--- config.mk ---
export PLATFORM = sky130hd
export DESIGN_NAME = cti_trap_irq
export DESIGN_NICKNAME = d
export VERILOG_FILES = /design/src/rtl/cti_pkg.sv /design/src/rtl/cti_trap_irq.sv
export SDC_FILE = /design/constraint.sdc
export NUM_CORES = 1
export LEC_CHECK = 0
export BUFFER_PORTS_ARGS = -buffer_cell sky130_fd_sc_hd__buf_4
export CAP_MARGIN = 20
export CORE_MARGIN = 3
export CORE_UTILIZATION = 25
export CTS_CLUSTER_DIAMETER = 60
export DETAILED_ROUTE_END_ITERATION = 7
export GPL_TIMING_DRIVEN = 0
export PLACE_DENSITY_LB_ADDON = 0.1
export SLEW_MARGIN = 40
export SYNTH_ARGS = -nofsm -noshare
export SYNTH_HDL_FRONTEND = slang
export SYNTH_SLANG_ARGS = --single-unit
--- constraint.sdc ---
create_clock -name clk -period 17.65 [get_ports clk]
set_input_delay 3.53 -clock clk [delete_from_list [all_inputs] [get_ports clk]]
set_output_delay 3.53 -clock clk [all_outputs]
set_load 0.01 [all_outputs]
--- src/rtl/cti_pkg.sv ---
/*
  shared constants and carrier types of the trap and nested interrupt controller.
  assumes a 32-bit pipeline and an apb master with 8-bit byte addresses.
*/
package cti_pkg;
  // ------------------------------------------------------------
  // program status word
  // ------------------------------------------------------------
  localparam int PSW_ID = 5;
  localparam int PSW_EP = 6;
  localparam int PSW_NP = 7;
  localparam logic [31:0] PSW_RST = 32'h0000_0020;

  // ------------------------------------------------------------
  // vectors and opcode decode
  // ------------------------------------------------------------
  localparam logic [31:0] TRAP_VEC = 32'h0000_0060;
  localparam logic [31:0] NMI_VEC = 32'h0000_0010;
  localparam logic [31:0] IRQ_VEC_BASE = 32'h0000_0080;
  localparam logic [31:0] IRQ_VEC_STEP = 32'h0000_0010;
  localparam logic [5:0] BAD_SUBOP = 6'h3f;
  localparam logic [3:0] BAD_HI_MIN = 4'h7;
  localparam logic BAD_OPT = 1'h0;
  localparam logic [4:0] SYSREG_PSW = 5'h05;

  // ------------------------------------------------------------
  // reset values and counts
  // ------------------------------------------------------------
  localparam logic [2:0] PRIO_RST = 3'h7;
  localparam logic [1:0] ACK_LAST = 2'h2;
  localparam logic [3:0] LEVEL_NONE = 4'h8;

  // ------------------------------------------------------------
  // register map, byte addresses
  // ------------------------------------------------------------
  localparam logic [7:0] REG_CTRL_BASE = 8'h00;
  localparam logic [7:0] REG_PSW = 8'h40;
  localparam logic [7:0] REG_TRAP_PC = 8'h44;
  localparam logic [7:0] REG_TRAP_PSW = 8'h48;
  localparam logic [7:0] REG_EXC_PC = 8'h4c;
  localparam logic [7:0] REG_EXC_PSW = 8'h50;
  localparam logic [7:0] REG_NMI_PC = 8'h54;
  localparam logic [7:0] REG_NMI_PSW = 8'h58;
  localparam logic [7:0] REG_STATUS = 8'h5c;
  localparam int CTRL_MASK_BIT = 6;
  localparam int CTRL_PEND_BIT = 7;

  // ------------------------------------------------------------
  // types
  // ------------------------------------------------------------
  typedef enum logic [2:0] {
    K_OTHER = 3'h0,
    K_EI = 3'h1,
    K_DI = 3'h2,
    K_RETURN_FROM_IRQ_INSTR = 3'h3,
    K_SYSREG_LOAD_INSTR = 3'h4,
    K_STCTRL = 3'h5
  } cti_kind_t;

  typedef enum logic [1:0] {
    ST_IDLE = 2'h0,
    ST_ACK = 2'h1
  } cti_fsm_t;

  typedef struct packed {
    logic psel;
    logic penable;
    logic pwrite;
    logic [7:0] paddr;
    logic [31:0] pwdata;
  } cti_apb_req_t;

  typedef struct packed {
    logic [31:0] prdata;
    logic pready;
    logic pslverr;
  } cti_apb_rsp_t;

  typedef struct packed {
    logic valid;
    cti_kind_t kind;
    logic [31:0] word;
    logic [31:0] pc;
    logic [31:0] nextPc;
    logic [4:0] sysReg;
    logic [31:0] ldsrData;
  } cti_instr_t;

  typedef struct packed {
    logic valid;
    logic flush;
    logic [31:0] pc;
  } cti_redir_t;
endpackage

--- src/rtl/cti_trap_irq.sv ---
/*
  trap and nested interrupt controller: bad opcode trap, nmi and prioritised maskable
  requests with nesting, apb register file.
  assumes one 250 mhz clock, a pipeline that reports each executed instruction for
  one cycle and obeys the redirect, request pins marked external in EXT_MASK.
*/
// Added by the designer: the APB register port and the register offsets.
// What this block does
// - exception taken sets exception active flag
// - decode bad opcode from three bit fields
// - bad opcode saves return pc
// - bad opcode saves status word too
// - bad opcode sets nmi, exception, disable flags
// - bad opcode jumps to fixed trap vector
// - strictly higher priority preempts current service
// - lower priority requests stay pending
// - nesting only while disable flag clear
// - three bit priority, zero is highest
// - reset masks all, priority seven
// - resume and pending only after return
// - nmi service holds all maskable requests
// - response at least four or six clocks
// - response within ten or twelve clocks
// - bounds waived for stalls and accesses
// - no acknowledge after non-sampling instruction
// - list of non-sampling instructions
// - flush next, two acknowledge cycles
// - return with exception flag restores saves
module cti_trap_irq #(
  parameter int NUM_REQ = 8,
  parameter logic [NUM_REQ-1:0] EXT_MASK = '0
) (
  // clock and reset
  input wire logic clk,
  input wire logic rst_n,
  // register bus
  input wire cti_pkg::cti_apb_req_t apbReq,
  output cti_pkg::cti_apb_rsp_t apbRsp,
  // pipeline
  input wire cti_pkg::cti_instr_t instr,
  output cti_pkg::cti_redir_t redir,
  output logic [31:0] pswOut,
  output logic ackBusy,
  output logic trapTaken,
  // request sources
  input wire logic [NUM_REQ-1:0] reqIn,
  input wire logic nmiIn
);
  localparam int IW = (NUM_REQ > 1) ? $clog2(NUM_REQ) : 1;

  typedef struct packed {
    cti_pkg::cti_fsm_t fsm;
    logic [1:0] ackCnt;
    logic ackNmi;
    logic [IW-1:0] ackId;
    logic [NUM_REQ-1:0] sync1;
    logic [NUM_REQ-1:0] sync2;
    logic [NUM_REQ-1:0] reqPrev;
    logic [NUM_REQ-1:0] pending;
    logic [NUM_REQ-1:0] mask;
    logic [3*NUM_REQ-1:0] prio;
    logic nmiS1;
    logic nmiS2;
    logic nmiPrev;
    logic nmiPend;
    logic nmiActive;
    logic [7:0] isr;
    logic noSample;
    logic [31:0] program_status_word;
    logic [31:0] trapPc;
    logic [31:0] trapPsw;
    logic [31:0] excPc;
    logic [31:0] excPsw;
    logic [31:0] nmiPc;
    logic [31:0] nmiPsw;
    logic [31:0] resumePc;
    cti_pkg::cti_redir_t redir;
    logic trapTaken;
    cti_pkg::cti_apb_rsp_t apb;
  } cti_state_t;

  cti_state_t st;
  cti_state_t next_st;
  logic rstMeta;
  logic rstSync;
  logic [NUM_REQ-1:0] reqSeen;
  logic badOp;
  logic nonSample;
  logic bestValid;
  logic [IW-1:0] bestId;
  logic [2:0] bestPrio;
  logic [3:0] curLevel;
  logic maskOk;
  logic canSample;

  // ------------------------------------------------------------
  // reset release
  // ------------------------------------------------------------
  always_ff @(posedge clk or negedge rst_n) begin
    if (!rst_n) begin
      rstMeta <= 1'h0;
      rstSync <= 1'h0;
    end else begin
      rstMeta <= 1'h1;
      rstSync <= rstMeta;
    end
  end

  // ------------------------------------------------------------
  // decode helpers
  // ------------------------------------------------------------
  assign reqSeen = (EXT_MASK & st.sync2) | (~EXT_MASK & reqIn);
  assign badOp = instr.word[10:5] == cti_pkg::BAD_SUBOP && instr.word[26:23] >= cti_pkg::BAD_HI_MIN
    && instr.word[16] == cti_pkg::BAD_OPT;
  assign nonSample = instr.kind == cti_pkg::K_EI || instr.kind == cti_pkg::K_DI
    || instr.kind == cti_pkg::K_STCTRL || (instr.kind == cti_pkg::K_SYSREG_LOAD_INSTR && instr.sysReg == cti_pkg::SYSREG_PSW);
  assign canSample = st.fsm == cti_pkg::ST_IDLE && !st.noSample
    && !(instr.valid && (badOp || nonSample || instr.kind == cti_pkg::K_RETURN_FROM_IRQ_INSTR));
  assign maskOk = !st.program_status_word[cti_pkg::PSW_ID] && !st.nmiActive;

  // ------------------------------------------------------------
  // next state
  // ------------------------------------------------------------
  always_comb begin
    next_st = st;
    next_st.redir.valid = 1'h0;
    next_st.redir.flush = 1'h0;
    next_st.trapTaken = 1'h0;
    next_st.apb = '0;
    next_st.sync1 = reqIn;
    next_st.sync2 = st.sync1;
    next_st.nmiS1 = nmiIn;
    next_st.nmiS2 = st.nmiS1;
    next_st.reqPrev = reqSeen;
    next_st.nmiPrev = st.nmiS2;
    bestValid = 1'h0;
    bestId = '0;
    bestPrio = cti_pkg::PRIO_RST;
    curLevel = cti_pkg::LEVEL_NONE;
    for (int i = 0; i < NUM_REQ; i++) begin
      if (st.pending[i] && !st.mask[i] && (!bestValid || st.prio[3*i +: 3] < bestPrio)) begin
        bestValid = 1'h1;
        bestId = IW'(i);
        bestPrio = st.prio[3*i +: 3];
      end
    end
    for (int l = 7; l >= 0; l--) begin
      if (st.isr[l]) begin
        curLevel = 4'(l);
      end
    end

    // bus setup phase: answer in the access cycle
    if (apbReq.psel && !apbReq.penable) begin
      next_st.apb.pready = 1'h1;
      next_st.apb.pslverr = 1'h1;
      for (int i = 0; i < NUM_REQ; i++) begin
        if (apbReq.paddr == cti_pkg::REG_CTRL_BASE + 8'(4 * i)) begin
          next_st.apb.pslverr = 1'h0;
          next_st.apb.prdata = {24'h00_0000, st.pending[i], st.mask[i], 3'h0, st.prio[3*i +: 3]};
        end
      end
      unique case (apbReq.paddr)
        cti_pkg::REG_PSW: next_st.apb.prdata = st.program_status_word;
        cti_pkg::REG_TRAP_PC: next_st.apb.prdata = st.trapPc;
        cti_pkg::REG_TRAP_PSW: next_st.apb.prdata = st.trapPsw;
        cti_pkg::REG_EXC_PC: next_st.apb.prdata = st.excPc;
        cti_pkg::REG_EXC_PSW: next_st.apb.prdata = st.excPsw;
        cti_pkg::REG_NMI_PC: next_st.apb.prdata = st.nmiPc;
        cti_pkg::REG_NMI_PSW: next_st.apb.prdata = st.nmiPsw;
        cti_pkg::REG_STATUS: next_st.apb.prdata = {20'h0_0000, st.fsm, st.nmiActive, st.isr, st.noSample};
        default: next_st.apb.prdata = next_st.apb.prdata;
      endcase
      if (apbReq.paddr >= cti_pkg::REG_PSW && apbReq.paddr <= cti_pkg::REG_STATUS && apbReq.paddr[1:0] == 2'h0) begin
        next_st.apb.pslverr = 1'h0;
      end
    end

    // bus access phase: writes land here
    if (apbReq.psel && apbReq.penable && st.apb.pready && apbReq.pwrite && !st.apb.pslverr) begin
      for (int i = 0; i < NUM_REQ; i++) begin
        if (apbReq.paddr == cti_pkg::REG_CTRL_BASE + 8'(4 * i)) begin
          next_st.prio[3*i +: 3] = apbReq.pwdata[2:0];
          next_st.mask[i] = apbReq.pwdata[cti_pkg::CTRL_MASK_BIT];
        end
      end
      unique case (apbReq.paddr)
        cti_pkg::REG_PSW: next_st.program_status_word = apbReq.pwdata;
        cti_pkg::REG_EXC_PC: next_st.excPc = apbReq.pwdata;
        cti_pkg::REG_EXC_PSW: next_st.excPsw = apbReq.pwdata;
        default: next_st.program_status_word = next_st.program_status_word;
      endcase
    end

    // instruction side effects
    if (instr.valid && st.fsm == cti_pkg::ST_IDLE) begin
      next_st.noSample = nonSample;
      if (badOp) begin
        next_st.trapPc = instr.pc;
        next_st.trapPsw = next_st.program_status_word;
        next_st.program_status_word[cti_pkg::PSW_NP] = 1'h1;
        next_st.program_status_word[cti_pkg::PSW_EP] = 1'h1;
        next_st.program_status_word[cti_pkg::PSW_ID] = 1'h1;
        next_st.redir.valid = 1'h1;
        next_st.redir.flush = 1'h1;
        next_st.redir.pc = cti_pkg::TRAP_VEC;
        next_st.trapTaken = 1'h1;
        next_st.noSample = 1'h0;
      end else begin
        unique case (instr.kind)
          cti_pkg::K_EI: next_st.program_status_word[cti_pkg::PSW_ID] = 1'h0;
          cti_pkg::K_DI: next_st.program_status_word[cti_pkg::PSW_ID] = 1'h1;
          cti_pkg::K_SYSREG_LOAD_INSTR: begin
            if (instr.sysReg == cti_pkg::SYSREG_PSW) begin
              next_st.program_status_word = instr.ldsrData;
            end
          end
          cti_pkg::K_RETURN_FROM_IRQ_INSTR: begin
            next_st.redir.valid = 1'h1;
            next_st.redir.flush = 1'h1;
            if (st.program_status_word[cti_pkg::PSW_EP] || !st.program_status_word[cti_pkg::PSW_NP]) begin
              next_st.redir.pc = st.excPc;
              next_st.program_status_word = st.excPsw;
            end else begin
              next_st.redir.pc = st.nmiPc;
              next_st.program_status_word = st.nmiPsw;
            end
            if (!st.program_status_word[cti_pkg::PSW_EP] && st.program_status_word[cti_pkg::PSW_NP]) begin
              next_st.nmiActive = 1'h0;
            end else if (!st.program_status_word[cti_pkg::PSW_EP]) begin
              next_st.isr = st.isr & (st.isr - 8'h01);
            end
          end
          default: next_st.noSample = next_st.noSample;
        endcase
      end
    end

    // acknowledge decision, first acknowledge cycle
    if (canSample && st.nmiPend && !st.nmiActive) begin
      next_st.fsm = cti_pkg::ST_ACK;
      next_st.ackCnt = 2'h1;
      next_st.ackNmi = 1'h1;
      next_st.redir.flush = 1'h1;
      next_st.resumePc = instr.valid ? instr.nextPc : instr.pc;
      next_st.nmiPend = 1'h0;
    end else if (canSample && maskOk && bestValid && {1'h0, bestPrio} < curLevel) begin
      next_st.fsm = cti_pkg::ST_ACK;
      next_st.ackCnt = 2'h1;
      next_st.ackNmi = 1'h0;
      next_st.ackId = bestId;
      next_st.redir.flush = 1'h1;
      next_st.resumePc = instr.valid ? instr.nextPc : instr.pc;
      next_st.pending[bestId] = 1'h0;
    end

    if (st.fsm == cti_pkg::ST_ACK) begin
      next_st.ackCnt = st.ackCnt + 2'h1;
      if (st.ackCnt == cti_pkg::ACK_LAST) begin
        next_st.fsm = cti_pkg::ST_IDLE;
        next_st.redir.valid = 1'h1;
        if (st.ackNmi) begin
          next_st.nmiPc = st.resumePc;
          next_st.nmiPsw = next_st.program_status_word;
          next_st.program_status_word[cti_pkg::PSW_NP] = 1'h1;
          next_st.nmiActive = 1'h1;
          next_st.redir.pc = cti_pkg::NMI_VEC;
        end else begin
          next_st.excPc = st.resumePc;
          next_st.excPsw = next_st.program_status_word;
          next_st.isr[st.prio[3*st.ackId +: 3]] = 1'h1;
          next_st.redir.pc = cti_pkg::IRQ_VEC_BASE + 32'(st.ackId) * cti_pkg::IRQ_VEC_STEP;
        end
        next_st.program_status_word[cti_pkg::PSW_ID] = 1'h1;
      end
    end

    // new requests latch pending, set beats clear
    next_st.pending = next_st.pending | (reqSeen & ~st.reqPrev);
    next_st.nmiPend = next_st.nmiPend | (st.nmiS2 & ~st.nmiPrev);
  end

  // ------------------------------------------------------------
  // state register
  // ------------------------------------------------------------
  always_ff @(posedge clk or negedge rstSync) begin
    if (!rstSync) begin
      st <= '0;
      st.mask <= '1;
      st.prio <= {NUM_REQ{cti_pkg::PRIO_RST}};
      st.program_status_word <= cti_pkg::PSW_RST;
    end else begin
      st <= next_st;
    end
  end

  assign apbRsp = st.apb;
  assign redir = st.redir;
  assign pswOut = st.program_status_word;
  assign ackBusy = st.fsm == cti_pkg::ST_ACK;
  assign trapTaken = st.trapTaken;
endmodule // cti_trap_irq
* Yosys cells after proc, flatten, opt, wreduce, memory -nomap -nowiden
Cells that the tools add are included. W data, S select, Z words.
Word-level totals: flip-flop bits (word level) 397, bits in latches 0, bits in writable memories 0, bits in read-only memories 0, input port bits 191, output and inout bits 102, memories kept 0
Operators by class: add/sub/neg operators 3, $mul 1, div/mod/pow operators 0, magnitude comparators 15, equal/unequal tests 24, shifts and indexed selects 1, mux-type cells 110, bitwise gates (word level) 12, reduce and logical (&&, ||, !) cells 90
Operators with widths (number):
- $mux W32 | 19
- $mux W128 | 2
- $mux W64 | 4
- $pmux W32 S8 | 1
- $mux W106 | 1
- $mux W34 | 3
- $eq A8 B7 Y1 const B | 8
- $mux W8 | 7
- $pmux W26 S2 | 1
- $mux W9 | 5
- $mux W3 | 14
- $logic_and A1 B1 Y1 | 38
- $mux W4 | 9
- $mux W35 | 1
- $mux W1 | 34
- $eq A8 B5 Y1 const B | 4
- $and A8 B8 Y8 | 3
- $mux W24 | 1
- $shiftx A24 B6 Y3 | 1
- $logic_not A1 Y1 | 23
- $lt A3 B3 Y1 | 7
- $reduce_and A2 Y1 | 10
- $eq A8 B4 Y1 const B | 2
- $not A8 Y8 | 2
- 33 further kinds | 56

* Logic depth before layout (Yosys ltp)
depth after elaboration 40, depth in mapped cells 62, gate-level depth less buffers 60

* Least setup slack after synthesis
No wires, ideal clock.
path kind register to register, start point register st[363] in the netlist's numbering, end point register st[100] in the netlist's numbering, setup time 0.125 ns, arrival 11.285 ns, required time 17.525 ns, setup slack 6.240 ns, stages on the path, launching flop included 60, period minus slack after synthesis 11.410 ns, cells stage by stage dfstp_2 > nand2b_1 > clkbuf_1 > nor2_1 > ha_1 > a211o_1 > o22ai_1 > nand2_1 > o21ai_0 > inv_1 > ha_1 > and2_1 > o311ai_0 > o211ai_1 > mux2i_1 > ha_1 > or3b_2 > o41a_1 > [... 24 more ...] > o21bai_1 > nand2_1 > o21a_1 > ha_1 > o21a_1 > nor3_1 > a21o_1 > a31oi_4 > mux2i_1 > ha_1 > a211oi_1 > o21ai_0 > o21ai_0 > o21bai_2 > a21o_1 > buf_6 > buf_8 > mux2_4
Between the ends: longest elaborated chain between the ends 34, elaborated cells on any way between the ends 50, those cells by class order compare: 8; mux: 16; reduce/logical: 26
Ends and longest elaborated chain:
- start, declared | line cti_trap_irq.sv:82 | cti_state_t st;
- start signal, assigned | line cti_trap_irq.sv:293 | st <= next_st;
- $logic_not A1 Y1 * | line cti_trap_irq.sv:141 | if (st.pending[i] && !st.mask[i] && (!bestValid || st.prio[3*i +: 3] < bestPrio)) begin
- $logic_and A1 B1 Y1 * | line cti_trap_irq.sv:141
- $mux W3 / $mux W1 (equally long branches) | line cti_trap_irq.sv:141
- $lt A3 B3 Y1 / $logic_not A1 Y1 (equally long branches) | line cti_trap_irq.sv:141
- $logic_or A1 B1 Y1 | line cti_trap_irq.sv:141
- $logic_and A1 B1 Y1 | line cti_trap_irq.sv:141
- $mux W3 / $mux W1 (equally long branches) | line cti_trap_irq.sv:141
- $lt A3 B3 Y1 / $logic_not A1 Y1 (equally long branches) | line cti_trap_irq.sv:141
- [... 18 more ...]
- $mux W3 / $mux W1 (equally long branches) | line cti_trap_irq.sv:141
- $lt A3 B3 Y1 / $logic_not A1 Y1 (equally long branches) | line cti_trap_irq.sv:141
- $logic_or A1 B1 Y1 | line cti_trap_irq.sv:141
- $logic_and A1 B1 Y1 | line cti_trap_irq.sv:141
- $mux W3 / $mux W1 (equally long branches) | line cti_trap_irq.sv:141
- $lt A3 B4 Y1 / $logic_and A1 B1 Y1 (equally long branches) | line cti_trap_irq.sv:247 | end else if (canSample && maskOk && bestValid && {1'h0, bestPrio} < curLevel) begin
- $logic_and A1 B1 Y1 * | line cti_trap_irq.sv:247
- $reduce_bool A2 Y1 (no line) *
Every way passes the cells marked *; elsewhere a longest branch is shown, timed or not. A chain may end at the register's enable or synchronous reset.

* Worst setup path in the final report
start point register st[363] in the netlist's numbering, end point register st[96] in the netlist's numbering
The elaborated chain is that of the path after synthesis.

==> results.cfg <==
[route]
vias = 18100
drt_iter0_drc = 1723
first_pass_iters = 8
drc = 0
ant_nets = 0
wl_per_cell_um = 26.6
via_per_inst = 5.17
detail_route.wirelength_um = 93200

[worst_setup_path]
path_class = reg -> reg
cp_slowest_cell = dfstp_2
crit_fanout = 10
crit_path_frequent_cell = ha_1
rr_startpoint = st[363]$_DFFE_PN1P_
r2r_slack_ps = 3770
cp.arrival_ps = 14370
slowest_delay_ps = 570
cp-start-kind = flop
critical_path_required_ps = 18140
critPathCaptureType = flop
crit_start = st[363]$_DFFE_PN1P_

[global_routing]
grt_util_met1_pct = 28.0
grt_usage_pct = 21.1
globalRouteMet2Util_pct = 33.4
antenna_found_initial = 3
gr-usage-met3_pct = 5.14
grt_max_degree = 41
grt_first_pass_wirelength_um = 133000
grt-ovfl-total = 0
grt_pass1_vias = 18600
busiest_layer = met2

[layout]
register_area_um2 = 9980
multiInputGateArea_um2 = 9220
fin_area_um2 = 26100
final_nets = 2613
layout-drive-gt1-share_pct = 28.8
area_delta_synth_final_pct = 26.0
fin_cells = 3511
n_fill_cell = 8393

[timing]
clock.fmax_mhz = 72.0
hold_violations = 0
finalSetupViolCount = 0
report.final.slew_viol_count = 0
slew_headroom_pct = 37.3
tightest_slew_ps = 940
rsz0062_at_grt = false
fin_crit_ps = 13880
period_share_pct = 78.6
tns_ps = 0
worst_slack_ps = 3770
final.setup_skew_ps = 23.7

[pwr]
p_int_mw = 2.32
p_comb_share_pct = 30.2
ir_drop_uv = 84.9
powerDensity_nw_per_um2 = 138
total_power_mw = 3.59
switchingPower_mw = 1.27
swShare_pct = 35.4
seq_power_share_pct = 40.2
power_frac_clock_pct = 29.6
leakage_nw = 12.1

[synthesis]
synth_most_common_cell = dfrtp_1
synth_xor_area_share_pct = 0
synth_top_family_by_area = compound AO/OA/AOI/OAI gates
async_flop_share_pct = 100
ys_top_cells_by_area = dfrtp_1 (44%), nand2_1 (6.2%), mux2_2 (5.7%), mux2i_1 (5.0%), dfstp_2 (4.2%)
synth_compound_area_share_pct = 19.0
synth_top_area_cell = dfrtp_1
synth_commonest_cells = dfrtp_1 (364), nand2_1 (343), o21ai_0 (152)
synth_top_area_share_pct = 44.0
synth_fa_ha_area_share_pct = 0.833
synthMuxAreaShare_pct = 13.2
syn_inst = 2072
synthFlopType = dfrtp_1
synthSimpleGateAreaFrac_pct = 11.3
syn-cell-area_um2 = 20700
synth.ff_latch_count = 397
synth_nets = 2276
yosysSeqAreaShare_pct = 48.1
yosysUniqueCellTypes = 82
synth-edff-count = 0
yosysWarnings = 0
synth_area_per_cell_um2 = 10.0

[clock_network]
htree_levels = 2
clk_pin_slew_worst_paths_ps = 60
clockBufferDepth = 3
numClockSinks = 397
cts_tree = built
cts_buffers = 52
cts_setup_buffers = 0
cts_resized = 0
insertion_delay_ps = 620
ctsHoldBuffers = 0
cts-root-buf = clkbuf_16

[floorplan]
die_area_um2 = 86400
chipHeight_um = 294
boundaryPins = 293
core_um2 = 81300
die_x_um = 294
initial_utilization_pct = 25.5
rows = 104

[place]
dp_slack_ps = 3830
dp_hpwl_um = 67500
place.gp.congestion = 0.830
dpl_cell_area_um2 = 24400
io_buffers = 270
dpl.cell_count = 3415

[min_path]
hold_class = reg -> async

[run_status]
status = completed

[run]
max-cap-violations = 0
## sequential cells by signal (all words and copies together), names as in the netlist
register,count
st,292
apbRsp,34
redir,34
pswOut,32
next_st,2
rstMeta,1
rstSync,1
trapTaken,1
## metal layers
layer / wire length [um] / part of all wire (%)
met5: 26 / 0.028
met4: 3690 / 4.0
met3: 7340 / 7.9
met2: 42600 / 46
met1: 39500 / 42
## cell usage in the layout (no fill, tap or decap), types with 6 or more instances in the layout
cell type	n
nand2_1	343
buf_4	371
o32a_1	30
clkbuf_1	89
buf_2	10
a22oi_1	70
a222oi_1	27
a221oi_1	9
dfstp_2	33
mux2_2	104
o22ai_1	7
clkbuf_8	10
a22o_1	12
nor2_1	71
and2_1	6
nand3b_1	7
dfrtp_1	363
a21oi_1	135
o21a_1	9
nor2b_1	9
mux4_2	6
buf_12	14
nor3_1	8
a211oi_1	43
a21o_1	7
o21ai_0	151
mux2i_1	103
a41oi_1	7
clkbuf_16	52
nand2b_1	22
nand3_1	10
mux2_4	27
buf_1	7
and3_1	33
nand4_1	6
inv_1	62
ha_1	13
clkbuf_2	37
a31oi_1	27
## path summary, 6_finish.rpt
kind	to	cells after the start
setup / recovery	st[96]$_DFFE_PN0P_	60
hold / removal	apbRsp[6]$_DFF_PN0_	0
setup reg to reg	st[96]$_DFFE_PN0P_	60
hold reg to reg	apbRsp[6]$_DFF_PN0_	0
max in group asynchronous	rstSync$_DFF_PN0_	1
min in group clk	rstSync$_DFF_PN0_	0
## logic make-up after synthesis
family | after synthesis
other cells | 1
buf+inv | 296
compound gates | 585
mux | 240
fa+ha+maj | 14
flops | 397
simple gates | 539
## layout make-up
class                           count  share of cell area [%]
Sequential cell                   397                    38.2
Multi-Input combinational cell   1379                    35.3
Timing Repair Buffer              283                    8.71
Clock buffer                       76                    5.71
Buffer                            234                    5.25
Tap cell                         1060                    5.08
Inverter                           62                   0.891
Clock inverter                     18                   0.786
Antenna cell                        2                  0.0192
## power by group through the flow
stage | sequential [mW] | combinational (mW) | clock (mW)
finish | 1.44 | 1.08 | 1.07
global route | 1.48 | 1.18 | 1.13
CTS | 1.44 | 1.09 | 1.09
detailed placement | 1.46 | 1.09 | 0
global placement | 1.47 | 1.05 | 0
floorplan | 1.35 | 0.692 | 0
## through the flow
| stage | util (%) | hold WS (ps) |
|---|---|---|
| 2_1_floorplan | - | 331 |
| 3_5_place_dp | 30.0 | 193 |
| 6_report | 32.1 | 183 |
| 4_1_cts | 32.1 | 194 |
| 5_1_grt | 32.1 | 208 |
| 3_3_place_gp | 29.6 | 336 |
## critical path, delay by kind of cell (launching register included)
family,cells,cell delay [ps]
DFF,1,570
and+or+nand+nor,14,2350
muxes,6,1580
AOI/OAI and AO/OA,26,6020
buffers and inverters,6,970
adders and majority gates,8,2200
(Power assumes the default switching activity.)
